<file path="src/hdl/mids_pkg.sv">
// shared constants and types of the motor input detection stage
package mids_pkg;

  // wishbone register byte offsets
  localparam logic [7:0] ADR_CTRL = 8'h00;
  localparam logic [7:0] ADR_ISEL = 8'h04;
  localparam logic [7:0] ADR_FILT = 8'h08;
  localparam logic [7:0] ADR_STAT = 8'h0c;
  localparam logic [7:0] ADR_CAPT = 8'h10;

  // control register fields
  localparam int CTRL_SR   = 0;
  localparam int CTRL_FREE_RUNNING_SAMPLING = 1;
  localparam int CTRL_PCN  = 2;
  localparam int CTRL_OFF_STATE_HANDLING_BIT = 3;
  localparam int CTRL_DAC  = 4;
  localparam int CTRL_TES  = 5;
  localparam int CTRL_DS   = 8;
  localparam int CTRL_OS   = 12;

  // input select register fields
  localparam int ISEL_PRE = 0;
  localparam int ISEL_ACT = 4;

  // filter register fields
  localparam int FILT_DWIN = 0;
  localparam int FILT_DEVT = 8;
  localparam int FILT_ZWIN = 16;
  localparam int FILT_ZEVT = 24;

  // status register fields
  localparam int STAT_ENCODER_DIRECTION_FLAG  = 0;
  localparam int STAT_SOUT  = 1;
  localparam int STAT_LVL   = 4;
  localparam int STAT_PHASE = 8;

  // reset values
  localparam logic [31:0] CTRL_RST = 32'h0000_0000;
  localparam logic [1:0]  ISEL_RST = 2'h0;
  localparam logic [31:0] FILT_RST = 32'h0101_0101;

  // timing
  localparam int CLK_MHZ    = 250;
  localparam int BLANK_NS   = 1000;
  localparam int SCF_NS     = 1000;
  localparam int DS_STEP_NS = 2500;
  localparam int BLANK_CYC  = (BLANK_NS * CLK_MHZ) / 1000;
  localparam int SCF_CYC    = (SCF_NS * CLK_MHZ) / 1000;
  localparam int DS_STEP_CYC = (DS_STEP_NS * CLK_MHZ) / 1000;

  typedef enum {PH_IDLE, PH_DWIN, PH_DEVT, PH_ZWIN, PH_ZEVT} mids_phase_e;

  typedef struct packed {
    logic [2:0] analog;
    logic [2:0] digital;
    logic [2:0] gpio;
    logic [2:0] grounded;
  } mids_pins_s;

endpackage : mids_pkg

</file>
<file path="src/hdl/mids_sync.sv">
// three-stage synchroniser with qualified edge pulses
`timescale 1ns/100ps
`default_nettype none
module mids_sync #(
  parameter int W = 3
) (
  // clock, reset, enable
  input  wire logic         clk_i,
  input  wire logic         resetn_i,
  input  wire logic         ce_i,
  // raw pins
  input  wire logic [W-1:0] d_i,
  // filtered level and edges
  output logic      [W-1:0] level_o,
  output logic      [W-1:0] rise_o,
  output logic      [W-1:0] fall_o
);

  logic [W-1:0] s1_r;
  logic [W-1:0] s2_r;
  logic [W-1:0] s3_r;

  if (W < 1)
  begin : g_bad_w
    $error("mids_sync: width must be positive");
  end

  for (genvar i = 0; i < W; i++)
  begin : g_bit
    always_ff @(posedge clk_i)
    begin
      if (!resetn_i)
      begin
        s1_r[i]    <= 1'b0;
        s2_r[i]    <= 1'b0;
        s3_r[i]    <= 1'b0;
        level_o[i] <= 1'b0;
        rise_o[i]  <= 1'b0;
        fall_o[i]  <= 1'b0;
      end
      else if (ce_i)
      begin
        s1_r[i] <= d_i[i];
        s2_r[i] <= s1_r[i];
        s3_r[i] <= s2_r[i];
        // change counts once stages two and three agree
        if (s2_r[i] == s3_r[i])
          level_o[i] <= s3_r[i];
        rise_o[i] <= (s2_r[i] == s3_r[i]) & s3_r[i] & ~level_o[i];
        fall_o[i] <= (s2_r[i] == s3_r[i]) & ~s3_r[i] & level_o[i];
      end
    end
  end

endmodule : mids_sync
`default_nettype wire

</file>
<file path="src/hdl/mids_top.sv">
// motor position input detection stage with wishbone registers
//
// Chosen here: the Wishbone slave port and the register offsets.
`timescale 1ns/100ps
`default_nettype none
module mids_top
  import mids_pkg::*;
#(
  parameter int SCF_DIV = SCF_CYC,
  parameter int BLANK   = BLANK_CYC,
  parameter int DS_STEP = DS_STEP_CYC
) (
  // clock, reset, enable
  input  wire logic        clk_i,
  input  wire logic        resetn_i,
  input  wire logic        ce_i,
  // wishbone slave
  input  wire logic        wb_cyc_i,
  input  wire logic        wb_stb_i,
  input  wire logic        wb_we_i,
  input  wire logic [7:0]  wb_adr_i,
  input  wire logic [3:0]  wb_sel_i,
  input  wire logic [31:0] wb_dat_i,
  output logic      [31:0] wb_dat_o,
  output logic             wb_ack_o,
  // position pins and motor events
  input  wire logic [2:0]  position_inputs_i,
  input  wire logic        pwm_on_i,
  input  wire logic        comm_event_i,
  // detection results
  output logic             demag_event_o,
  output logic             zero_cross_event_o,
  output logic             capture_event_o,
  output logic             enc_clk_o,
  output logic             encoder_direction_flag_o,
  output logic             speed_mode_o,
  output logic      [2:0]  output_state_select_o,
  // pin configuration
  output mids_pins_s       pins_o,
  output logic             comparator_on_o
);

  if (SCF_DIV < 1 || SCF_DIV > 65536 || BLANK < 1 || BLANK > 65536 ||
      DS_STEP < 1 || DS_STEP * 15 > 65535)
  begin : g_param_chk
    $error("mids_top: timing parameter out of range");
  end

  function automatic mids_pins_s pin_map(input logic pin_config_bit,
                                         input logic [1:0] tes,
                                         input logic sr,
                                         input logic [1:0] sel,
                                         input logic off_state_handling_bit);
    mids_pins_s p;
    logic [2:0] one;
    p   = '0;
    one = (sel == 2'h3) ? 3'h0 : 3'(3'h1 << sel);
    if (tes == 2'h0)
    begin
      if (sel == 2'h3)
        p.gpio = pin_config_bit ? 3'h7 : 3'h0;
      else if (pin_config_bit || !sr)
      begin
        p.analog = one;
        p.gpio   = pin_config_bit ? ~one : 3'h0;
        p.grounded = (!pin_config_bit && off_state_handling_bit) ? ~one : 3'h0;
      end
      else
      begin
        p.digital = one;
        p.gpio    = ~one;
      end
    end
    else if (sel == 2'h3)
    begin
      p.digital = pin_config_bit ? 3'h0 : 3'h3;
      p.gpio    = pin_config_bit ? 3'h7 : 3'h4;
    end
    else
    begin
      p.digital = one;
      p.gpio    = ~one;
    end
    return p;
  endfunction : pin_map

  // registers
  logic [31:0] ctrl_r;
  logic [1:0]  isel_pre_r;
  logic [1:0]  isel_act_r;
  logic [31:0] filt_r;
  logic [15:0] capt_cnt_r;
  logic        sout_r;

  logic        sr;
  logic        free_running_sampling;
  logic [1:0]  tes;
  logic [3:0]  ds;
  logic        speed;
  logic        wr_go;
  logic        wr_ctrl;
  logic        wr_isel;
  logic        wr_filt;
  logic        wr_stat;
  logic        wr_capt;

  assign sr    = ctrl_r[CTRL_SR];
  assign free_running_sampling  = ctrl_r[CTRL_FREE_RUNNING_SAMPLING];
  assign tes   = ctrl_r[CTRL_TES +: 2];
  assign ds    = ctrl_r[CTRL_DS +: 4];
  assign speed = (tes != 2'h0);

  // bus write strobes at the acknowledging edge
  assign wr_go   = wb_cyc_i & wb_stb_i & wb_we_i & wb_ack_o;
  assign wr_ctrl = wr_go & (wb_adr_i == ADR_CTRL);
  assign wr_isel = wr_go & (wb_adr_i == ADR_ISEL);
  assign wr_filt = wr_go & (wb_adr_i == ADR_FILT);
  assign wr_stat = wr_go & (wb_adr_i == ADR_STAT);
  assign wr_capt = wr_go & (wb_adr_i == ADR_CAPT);

  // synchronised pins
  logic [2:0] lvl;
  logic [2:0] rise;
  logic [2:0] fall;

  mids_sync #(
    .W(3)
  ) u_sync (
    .clk_i   (clk_i),
    .resetn_i(resetn_i),
    .ce_i    (ce_i),
    .d_i     (position_inputs_i),
    .level_o (lvl),
    .rise_o  (rise),
    .fall_o  (fall)
  );

  // sampling timebase
  logic        pwm_q;
  logic        pwm_edge;
  logic [15:0] blank_cnt_r;
  logic [15:0] scf_cnt_r;
  logic [15:0] dly_cnt_r;
  logic        hf_tick;
  logic        blank;
  logic        dly_hit;
  logic        dly_done_r;
  logic        d_smp;
  logic        z_smp;
  logic        sel_lvl;

  assign pwm_edge = pwm_on_i ^ pwm_q;
  assign hf_tick  = (scf_cnt_r == 16'h0);
  assign blank    = pwm_edge | (blank_cnt_r != 16'h0);
  assign dly_hit  = (dly_cnt_r == 16'h1) & pwm_on_i;
  assign sel_lvl  = (isel_act_r == 2'h3) ? 1'b0 : lvl[isel_act_r];

  always_ff @(posedge clk_i)
  begin
    if (!resetn_i)
    begin
      pwm_q       <= 1'b0;
      blank_cnt_r <= 16'h0;
      scf_cnt_r   <= 16'h0;
    end
    else if (ce_i)
    begin
      pwm_q <= pwm_on_i;
      if (pwm_edge)
        blank_cnt_r <= 16'(BLANK - 1);
      else if (blank_cnt_r != 16'h0)
        blank_cnt_r <= blank_cnt_r - 16'h1;
      scf_cnt_r <= hf_tick ? 16'(SCF_DIV - 1) : scf_cnt_r - 16'h1;
    end
  end

  // delay before on-time sampling
  always_ff @(posedge clk_i)
  begin
    if (!resetn_i)
    begin
      dly_cnt_r  <= 16'h0;
      dly_done_r <= 1'b0;
    end
    else if (ce_i)
    begin
      if (pwm_on_i && !pwm_q)
        dly_cnt_r <= 16'(int'(ds) * DS_STEP);
      else if (dly_cnt_r != 16'h0)
        dly_cnt_r <= dly_cnt_r - 16'h1;
      if (!pwm_on_i)
        dly_done_r <= 1'b0;
      else if (dly_hit)
        dly_done_r <= 1'b1;
    end
  end

  // sample strobes per mode
  always_comb
  begin
    d_smp = hf_tick & ~blank;
    if (sr)
      z_smp = hf_tick;
    else if (ds == 4'h0)
      z_smp = free_running_sampling ? (hf_tick & ~blank)
                   : (pwm_on_i & ~pwm_q);
    else
      z_smp = free_running_sampling ? (hf_tick & pwm_on_i & (dly_done_r | dly_hit))
                   : dly_hit;
  end

  // filter sequence
  mids_phase_e phase_r;
  logic [7:0]  win_cnt_r;
  logic [3:0]  evt_cnt_r;
  logic        z_last_r;

  function automatic logic [3:0] evt_need(input logic [3:0] n);
    return (n == 4'h0) ? 4'h1 : n;
  endfunction : evt_need

  always_ff @(posedge clk_i)
  begin
    if (!resetn_i)
    begin
      phase_r            <= PH_IDLE;
      win_cnt_r          <= 8'h0;
      evt_cnt_r          <= 4'h0;
      z_last_r           <= 1'b0;
      demag_event_o      <= 1'b0;
      zero_cross_event_o <= 1'b0;
    end
    else if (ce_i)
    begin
      demag_event_o      <= 1'b0;
      zero_cross_event_o <= 1'b0;
      if (speed)
        phase_r <= PH_IDLE;
      else if (sr)
      begin
        phase_r <= PH_IDLE;
        if (z_smp)
        begin
          z_last_r           <= sel_lvl;
          zero_cross_event_o <= (sel_lvl != z_last_r);
        end
      end
      else if (comm_event_i)
      begin
        phase_r   <= PH_DWIN;
        win_cnt_r <= filt_r[FILT_DWIN +: 8];
        evt_cnt_r <= 4'h0;
      end
      else
      begin
        unique case (phase_r)
          PH_IDLE: ;
          PH_DWIN:
            if (win_cnt_r == 8'h0)
              phase_r <= PH_DEVT;
            else if (d_smp)
              win_cnt_r <= win_cnt_r - 8'h1;
          PH_DEVT:
            if (d_smp)
            begin
              evt_cnt_r <= sel_lvl ? evt_cnt_r + 4'h1 : 4'h0;
              if (sel_lvl &&
                  evt_cnt_r + 4'h1 >= evt_need(filt_r[FILT_DEVT +: 4]))
              begin
                demag_event_o <= 1'b1;
                phase_r       <= PH_ZWIN;
                win_cnt_r     <= filt_r[FILT_ZWIN +: 8];
                evt_cnt_r     <= 4'h0;
              end
            end
          PH_ZWIN:
            if (win_cnt_r == 8'h0)
              phase_r <= PH_ZEVT;
            else if (z_smp)
              win_cnt_r <= win_cnt_r - 8'h1;
          PH_ZEVT:
            if (z_smp)
            begin
              evt_cnt_r <= !sel_lvl ? evt_cnt_r + 4'h1 : 4'h0;
              if (!sel_lvl &&
                  evt_cnt_r + 4'h1 >= evt_need(filt_r[FILT_ZEVT +: 4]))
              begin
                zero_cross_event_o <= 1'b1;
                phase_r            <= PH_IDLE;
              end
            end
        endcase
      end
    end
  end

  // speed sensor inputs
  logic tach_rise;
  logic tach_fall;
  logic enc_mode;

  assign enc_mode  = speed & (isel_act_r == 2'h3);
  assign tach_rise = (isel_act_r == 2'h3) ? 1'b0 : rise[isel_act_r];
  assign tach_fall = (isel_act_r == 2'h3) ? 1'b0 : fall[isel_act_r];

  always_ff @(posedge clk_i)
  begin
    if (!resetn_i)
    begin
      capture_event_o          <= 1'b0;
      enc_clk_o                <= 1'b0;
      encoder_direction_flag_o <= 1'b0;
    end
    else if (ce_i)
    begin
      capture_event_o <= speed & ~enc_mode &
                         ((tes[0] & tach_rise) | (tes[1] & tach_fall));
      // any edge of either input; one input alone gives half rate
      enc_clk_o <= enc_mode & (|(rise[1:0] | fall[1:0]));
      if (enc_mode && fall[1])
        encoder_direction_flag_o <= lvl[0];
    end
  end

  // register file
  always_ff @(posedge clk_i)
  begin
    if (!resetn_i)
    begin
      ctrl_r     <= CTRL_RST;
      isel_pre_r <= ISEL_RST;
      isel_act_r <= ISEL_RST;
      filt_r     <= FILT_RST;
    end
    else if (ce_i)
    begin
      for (int b = 0; b < 4; b++)
      begin
        if (wr_ctrl && wb_sel_i[b])
          ctrl_r[b*8 +: 8] <= wb_dat_i[b*8 +: 8];
        if (wr_filt && wb_sel_i[b])
          filt_r[b*8 +: 8] <= wb_dat_i[b*8 +: 8];
      end
      if (wr_isel && wb_sel_i[0])
        isel_pre_r <= wb_dat_i[ISEL_PRE +: 2];
      if (wr_isel && wb_sel_i[0] && ctrl_r[CTRL_DAC])
        isel_act_r <= wb_dat_i[ISEL_PRE +: 2];
      else if (comm_event_i)
        isel_act_r <= isel_pre_r;
    end
  end

  // status and capture counter
  always_ff @(posedge clk_i)
  begin
    if (!resetn_i)
    begin
      sout_r     <= 1'b0;
      capt_cnt_r <= 16'h0;
    end
    else if (ce_i)
    begin
      // late delayed sample: set wins over clear
      if (!sr && ds != 4'h0 && !pwm_on_i && pwm_q && !dly_done_r)
        sout_r <= 1'b1;
      else if (wr_stat && wb_sel_i[0] && wb_dat_i[STAT_SOUT])
        sout_r <= 1'b0;
      if (capture_event_o || enc_clk_o)
        capt_cnt_r <= capt_cnt_r + 16'h1;
      else if (wr_capt)
        capt_cnt_r <= 16'h0;
    end
  end

  // pin map and output state
  always_ff @(posedge clk_i)
  begin
    if (!resetn_i)
    begin
      pins_o                <= '0;
      comparator_on_o       <= 1'b0;
      speed_mode_o          <= 1'b0;
      output_state_select_o <= 3'h0;
    end
    else if (ce_i)
    begin
      pins_o <= pin_map(ctrl_r[CTRL_PCN], tes, sr, isel_act_r,
                        ctrl_r[CTRL_OFF_STATE_HANDLING_BIT]);
      comparator_on_o <= (tes == 2'h0) & (isel_act_r != 2'h3) &
                         (ctrl_r[CTRL_PCN] | ~sr);
      speed_mode_o <= speed;
      output_state_select_o <= ctrl_r[CTRL_OS +: 3] &
                               (sr ? 3'h5 : 3'h7);
    end
  end

  // wishbone answer
  always_ff @(posedge clk_i)
  begin
    if (!resetn_i)
    begin
      wb_ack_o <= 1'b0;
      wb_dat_o <= 32'h0;
    end
    else if (ce_i)
    begin
      wb_ack_o <= wb_cyc_i & wb_stb_i & ~wb_ack_o;
      wb_dat_o <= 32'h0;
      unique case (wb_adr_i)
        ADR_CTRL: wb_dat_o <= ctrl_r;
        ADR_ISEL: wb_dat_o <= {26'h0, isel_act_r, 2'h0, isel_pre_r};
        ADR_FILT: wb_dat_o <= filt_r;
        ADR_STAT: wb_dat_o <= {21'h0, 3'(phase_r), 1'b0, lvl,
                               2'h0, sout_r, encoder_direction_flag_o};
        ADR_CAPT: wb_dat_o <= {16'h0, capt_cnt_r};
        default:  wb_dat_o <= 32'h0;
      endcase
    end
  end

endmodule : mids_top
`default_nettype wire

</file>
<file path="config.mk">
export PLATFORM = sky130hd
export DESIGN_NAME = mids_top
export DESIGN_NICKNAME = d
export VERILOG_FILES = /design/src/hdl/mids_pkg.sv /design/src/hdl/mids_sync.sv /design/src/hdl/mids_top.sv
export SDC_FILE = /design/constraint.sdc
export NUM_CORES = 1
export LEC_CHECK = 0
export BUFFER_PORTS_ARGS = -buffer_cell sky130_fd_sc_hd__clkbuf_2
export CAP_MARGIN = 5
export CORE_ASPECT_RATIO = 0.7
export CORE_MARGIN = 2
export CORE_UTILIZATION = 50
export DETAILED_ROUTE_END_ITERATION = 10
export MAX_ROUTING_LAYER = met4
export PLACE_DENSITY = 0.68
export SETUP_SLACK_MARGIN = 0.5
export SYNTH_ARGS = -nofsm -noshare
export SYNTH_HDL_FRONTEND = slang
export SYNTH_SLANG_ARGS = --single-unit
</file>
<file path="constraint.sdc">
create_clock -name clk_i -period 3.4 [get_ports clk_i]
set_input_delay 0.34 -clock clk_i [delete_from_list [all_inputs] [get_ports clk_i]]
set_output_delay 0.34 -clock clk_i [all_outputs]
set_load 0.02 [all_outputs]
</file>
Yosys cells after proc, flatten, opt, wreduce, memory -nomap -nowiden
Index checks and enable logic that the tools add are counted.
{ "word_totals": {"elab_cells": 304, "regBits": 253, "out_inout_bits": 55} }
{ "op_classes": {"n_shift": 1, "eq_ne": 29, "muxes": 85, "n_mul": 1, "n_addsub": 6, "n_reduce_logical": 72, "magnitude_cmp": 3, "n_bitwise": 54} }
{ "op_table": {"columns": ["op", "n"], "rows": [
  ["2-to-1 mux 32 bit", 9],
  ["case mux 32 bit (5 select lines)", 1],
  ["case mux 32 bit (4 select lines)", 1],
  ["2-to-1 mux 16 bit", 7],
  ["== test 32 x 2 -> 1 bit (second input constant)", 2],
  ["2-to-1 mux 8 bit", 7],
  ["subtractor 16 x 1 -> 16 bit (second input constant)", 3],
  ["AND reduction 2 bit", 19],
  ["2-to-1 mux 3 bit", 12],
  ["bitwise AND 1 bit", 34],
  ["== test 32 x 1 -> 1 bit (second input constant)", 1],
  ["== test 32 x 3 -> 1 bit (second input constant)", 1],
  ["2-to-1 mux 4 bit", 8],
  ["nonzero test 16 bit", 2],
  ["!= test 5 bit (second input constant)", 6],
  ["2-to-1 mux 1 bit", 27],
  ["case mux 8 bit (3 select lines)", 1],
  ["logical AND 1 bit", 21],
  ["!= test 3 bit (second input constant)", 7],
  ["2-to-1 mux 6 bit", 3],
  ["adder 16 x 1 -> 16 bit (second input constant)", 1],
  ["== test 16 x 1 -> 1 bit (second input constant)", 1],
  ["== test 8 x 4 -> 1 bit (second input constant)", 2],
  ["zero test 16 bit", 1],
  ["36 further kinds", 74]
]} }

Longest topological paths before layout
{ "depth": {"ltp_word": 12, "depth_mapped": 12, "mapped_depth_nobuf": 12} }

Modules after synthesis
Synthesis repeated with hierarchy kept, for this count alone.
{ "unflattened": {"cells_unflattened": 1300, "area_unflattened_um2": 11318.4} }
{ "modules_own_cells": {"columns": ["module", "n_inst", "area_each_um2", "cells_each"], "rows": [
  ["mids_top", 1, 10460.0, 1216],
  ["mids_sync", 1, 858.3, 84]
]} }

Least setup slack after synthesis
OpenSTA, ideal clock, no wires.
{ "synth_timing": {"path_kind": "reg-to-reg", "start": "register ctrl_r[9]", "end": "register dly_cnt_r[12]", "n_path_buf": 0, "arrival_ps": 2703, "path_stages_with_launch": 12, "slack_ps": 578, "required_ps": 3281, "setup_time_ps": 119, "path_cell_list": "dfxtp_1 > fa_1 > ha_1 > fa_1 > a21oi_1 > nor2_1 > nor2_1 > nor2b_1 > o21ai_0 > xnor2_1 > a21oi_1 > o221a_2"} }
{ "synth_between": {"elab_chain_cells": 2} }
{ "synth_lines": {"columns": ["element", "line_no", "text"], "rows": [
  ["start, declared", "mids_top.sv:88", "logic [31:0] ctrl_r;"],
  ["start signal, assigned by index", "mids_top.sv:340", "ctrl_r[b*8 +: 8] <= wb_dat_i[b*8 +: 8];"],
  ["multiplier 4 x 10 -> 14 bit", "mids_top.sv:188", "dly_cnt_r <= 16'(int'(ds) * DS_STEP);"],
  ["2-to-1 mux 16 bit", "mids_top.sv:187", "if (pwm_on_i && !pwm_q)"],
  ["end signal, assigned", "mids_top.sv:188", null],
  ["end signal, assigned", "mids_top.sv:190", "dly_cnt_r <= dly_cnt_r - 16'h1;"],
  ["end, declared", "mids_top.sv:143", "logic [15:0] dly_cnt_r;"]
]} }
No other way between the ends.
A chain may end at the register's enable or synchronous reset.

Worst setup path after layout
{ "layout_timing": {"start": "register dly_cnt_r[11]", "end": "register evt_cnt_r[2]"} }
{ "layout_between": {"elab_chain_cells": 9} }
{ "layout_lines": {"columns": ["element", "line_no", "text"], "rows": [
  ["== test 16 x 1 -> 1 bit (*)", "mids_top.sv:155", "assign dly_hit = (dly_cnt_r == 16'h1) & pwm_on_i;"],
  ["bitwise AND 1 bit (*)", "mids_top.sv:155", null],
  ["OR 1 bit", "mids_top.sv:208", "z_smp = free_running_sampling ? (hf_tick & pwm_on_i & (dly_done_r | dly_hit))"],
  ["bitwise AND 1 bit", "mids_top.sv:208", null],
  ["2-to-1 mux 1 bit (*)", "mids_top.sv:208", null],
  ["2-to-1 mux 1 bit (*)", "mids_top.sv:204", "else if (ds == 4'h0)"],
  ["2-to-1 mux 1 bit (*)", "mids_top.sv:202", "if (sr)"],
  ["!= test 3 bit (no source line) (*)", null, null],
  ["AND reduction 6 bit (no source line) (*)", null, null],
  ["end signal, assigned", "mids_top.sv:266", "evt_cnt_r <= sel_lvl ? evt_cnt_r + 4'h1 : 4'h0;"],
  ["end signal, assigned", "mids_top.sv:284", "evt_cnt_r <= !sel_lvl ? evt_cnt_r + 4'h1 : 4'h0;"],
  ["end, declared", "mids_top.sv:215", "logic [3:0] evt_cnt_r;"]
]} }
Every way passes the cells marked *; elsewhere a longest branch is shown, timed or not.

==> impl_metrics.toml <==
[run_status]
status = "completed"

[grt]
grt_pass1_wl_microns = 48600
antenna_found_initial = 0
grt.overflow.total = 0
grt_max_degree = 90
first_global_vias = 9188
gr-usage-all-layers_pct = 26.2

[power_and_ir_drop]
p_leak_nw = 4.83
sw_frac_of_total_pct = 27.9
power.density_nw_per_um2 = 543
p_comb_share_pct = 17.0
p_switching_mw = 1.93
intPower_mw = 4.99
clkPwrFrac_pct = 40.4
p_seq_share_pct = 42.6
ir_worst_vdd_mv = 0.328
p_total_mw = 6.92

[final_layout]
num_antenna_cells = 0
layout-drive-gt1-share_pct = 15.4
regArea_sq_um = 4500
multiInputGateArea_sq_um = 6130
final_area_sq_um = 12700
final_cells = 1756
nFillCells = 2014
area_delta_synth_final_pct = 16.3
fin_nets = 1558

[clock_network]
clockRootBuffer = "clkbuf_16"
cts_max_level = 1
numClockSinks = 224
numCtsBuffers = 23
path_clk_slew_ps = 60
cts_tree = "built"
ctsHoldBuffers = 0
cts_buffer_depth = 3
clock_latency_ps = 510
cts_setup_buffers = 0

[yosys]
syn_inst = 1374
yosys_register_bits = 224
ys_warn_count = 0
avgSynthCellArea_sq_um = 7.97
yosysSeqAreaShare_pct = 41.0
synthDistinctLibCells = 74
synthArstFlopShare_pct = 0
synth_fp_nets = 1474
synthesis.area_sq_um = 10900
synth_ff_type = "dfxtp_1"
synth_edf_count = 0

[placed_design]
dp.cells = 1714
pre_cts_ws_ps = 321
port_buffers = 109
dpl.hpwl_microns = 21000
place.gp.congestion = 0.881
dpl_cell_area_sq_um = 11800

[critical_path]
cp_max_fo = 7
r2r_start = "dly_cnt_r[11]"
r2r_setup_slack_ps = 560
startpoint = "dly_cnt_r[11]"
crit_required_ps = 3850
crit_chain = "nor4_1 -> and4b_1 -> a31oi_1 -> or3_4 -> o2bb2a_4 -> or4_4 -> nor3b_2 -> a31o_1"
endpoint_kind = "flip-flop"
crit_path_max_incr_delay_ps = 480
cp-start-kind = "flip-flop"
cp-endpoint = "evt_cnt_r[2]"
path_class = "reg2reg"
rr_endpoint = "evt_cnt_r[2]"
crit_arrival_ps = 3290
cp_slowest_cell = "or4_4"
rr_worst_depth = 8
cpLargestDelayFamily = "simple AND/OR/NAND/NOR gates"
critPathBufInv = 0
path_depth = 8

[timing]
layout_min_cycle_time_ps = 2840
slew_headroom_pct = 49.7
setup_tns_ps = 0
hold_violations = 0
slew_violations = 0
period_share_pct = 83.5
fin_ws_ps = 561
setup_viol = 0
max_freq_mhz = 352
rsz0062_at_grt = "true"
skew_ps = 14.8
tightest_slew_ps = 754

[detailed_routing]
post-route-drc-count = 0
wl_per_cell_microns = 17.0
drt_iter0_markers = 910
wl_microns = 29900
vias_per_cell = 5.78
drtPass1Iterations = 6
num_vias = 10148
ant_nets = 0

[floorplanning]
core-area_sq_um = 21600
io-pin-count = 110
rows = 45
initial_utilization_pct = 50.8
fp.dieArea_sq_um = 23100
dieHeight_microns = 128
die_w_microns = 181

[job]
cap_violations = 0

[min_path]
min-delay-path-class = "in2reg"
==> cells by family (layout without fill, tap and decap cells) <==
group	Yosys count	after routing	synth area share, %
and+or+nand+nor	571	571	24.3
xor gates and xnor gates	46	46	3.68
buffers and inverters	119	218	4.13
DFF	224	224	41.0
adders and majority gates	45	45	5.35
muxes	37	37	3.44
AOI/OAI and AO/OA	332	333	18.2
==> timing repair <==
item	CTS	global route
pin swaps	0	1
cloned	0	1
resized for setup	6	20
setup endpoints to repair	10	14
==> how the worst min path moves through the flow <==
| stage | startpoint | to | slack, ps | cells past startpoint |
|---|---|---|---|---|
| floorplan | ctrl_r[15] | ctrl_r[15] | 440 | 2 |
| detailed placement | ctrl_r[17] | ctrl_r[17] | 450 | 2 |
| global placement | ctrl_r[26] | ctrl_r[26] | 440 | 2 |
| CTS | wb_dat_i[12] | ctrl_r[12] | 60 | 3 |
| global route | position_inputs_i[0] | u_sync.s1_r[0] | 70 | 3 |
| finish | wb_dat_i[12] | filt_r[12] | 70 | 3 |
==> area by class of cell <==
| type | count | area share, % |
|---|---|---|
| Inverter | 42 | 1.26 |
| Clock inverter | 12 | 1.49 |
| Timing Repair Buffer | 135 | 5.92 |
| Sequential cell | 224 | 35.3 |
| Clock buffer | 29 | 5.09 |
| Multi-Input combinational cell | 1032 | 48.2 |
| Tap cell | 282 | 2.77 |
==> stage by stage <==
stage	util (%)	hold slack, ps
final	59.0	70.1
after global routing	59.0	74.2
after CTS	58.6	60.9
after detailed placement	54.6	447
after global placement	54.6	442
after floorplan	-	436
==> synthesized netlist by cell type, drive strengths merged (4+ instances only) <==
| library cell | n | area (sq um) |
|---|---|---|
| dfxtp | 224 | 4480 |
| a22oi | 32 | 240 |
| a31o | 4 | 35.0 |
| nand2b | 11 | 68.8 |
| xnor2 | 27 | 236 |
| nand3 | 78 | 390 |
| nor3 | 32 | 160 |
| xor2 | 19 | 166 |
| or3 | 24 | 159 |
| nand3b | 4 | 30.0 |
| buf | 7 | 31.3 |
| mux2i | 32 | 320 |
| a211oi | 15 | 113 |
| o22ai | 4 | 25.0 |
| o31ai | 6 | 45.0 |
| nor4 | 23 | 159 |
| a221oi | 11 | 96.3 |
| and2 | 5 | 32.5 |
| o21ai | 60 | 300 |
| ha | 42 | 526 |
| nor2 | 199 | 747 |
| nor4b | 4 | 50.1 |
| nand2 | 159 | 597 |
| mux2 | 5 | 56.3 |
| a21oi | 166 | 838 |
| inv | 41 | 154 |
| nor3b | 4 | 35.0 |
| or4 | 5 | 45.0 |
| clkbuf | 70 | 263 |
| a31oi | 4 | 25.0 |
| and3 | 7 | 45.1 |
| nand4 | 4 | 25.0 |
==> layout by cell type (no fill, tap or decap), types with 4 or more instances in the layout <==
cell type | netlist | final
a221oi_1 | 11 | 11
clkbuf_2 | 0 | 109
nor2_1 | 199 | 197
inv_1 | 40 | 39
dfxtp_1 | 224 | 218
clkbuf_8 | 0 | 5
mux2i_1 | 32 | 32
nand2b_1 | 11 | 11
o21ai_0 | 58 | 57
nor3_1 | 32 | 30
a31oi_1 | 4 | 4
nand3b_1 | 4 | 4
buf_4 | 0 | 25
a21oi_1 | 164 | 163
and3_1 | 6 | 6
clkinv_2 | 0 | 5
a22oi_1 | 32 | 32
bufinv_16 | 0 | 5
clkbuf_16 | 0 | 23
dfxtp_2 | 0 | 4
nor4_1 | 22 | 22
mux2_2 | 5 | 5
nand2_1 | 159 | 159
xnor2_1 | 27 | 27
ha_1 | 42 | 40
xor2_1 | 19 | 18
o31ai_1 | 6 | 6
a211oi_1 | 15 | 15
nand4_1 | 4 | 4
and2_1 | 4 | 4
or3_1 | 20 | 19
nand3_1 | 78 | 78
==> state kept, by name, summed over array words and instances (netlist names), 8 cells and up <==
| signal | flops |
|---|---|
| pins_o | 12 |
| capt_cnt_r | 16 |
| scf_cnt_r | 16 |
| filt_r | 32 |
| ctrl_r | 32 |
| wb_dat_o | 32 |
| win_cnt_r | 8 |
| blank_cnt_r | 16 |
| dly_cnt_r | 16 |
==> power groups by stage <==
stage / logic (mW) / registers, mW / clock network, mW
floorplan: 0.859 / 2.97 / 0
global placement: 1.14 / 2.99 / 0
detailed placement: 1.15 / 3.00 / 0
CTS: 1.16 / 2.94 / 2.83
global route: 1.32 / 2.97 / 2.95
finish: 1.17 / 2.95 / 2.79
==> layer usage <==
layer / global-route usage [%] / share of wire (%) / wire length [microns] / up-vias
met2: 36.8 / 40 / 12000 / 375
met1: 39.8 / 50 / 15000 / 4710
met3: 3.58 / 7.4 / 2200 / 54
met5: - / 0 / 0 / -
li1: - / - / - / 5009
met4: 5.79 / 2.0 / 588 / 0
==> worst reg2reg max path: cells and delay by family (launching register included) <==
| family | cells | cell delay (ps) |
|---|---|---|
| and+or+nand+nor | 5 | 1880 |
| DFF | 1 | 370 |
| AOI/OAI and AO/OA | 3 | 510 |
No activity file was read; power rests on OpenSTA's default activity.
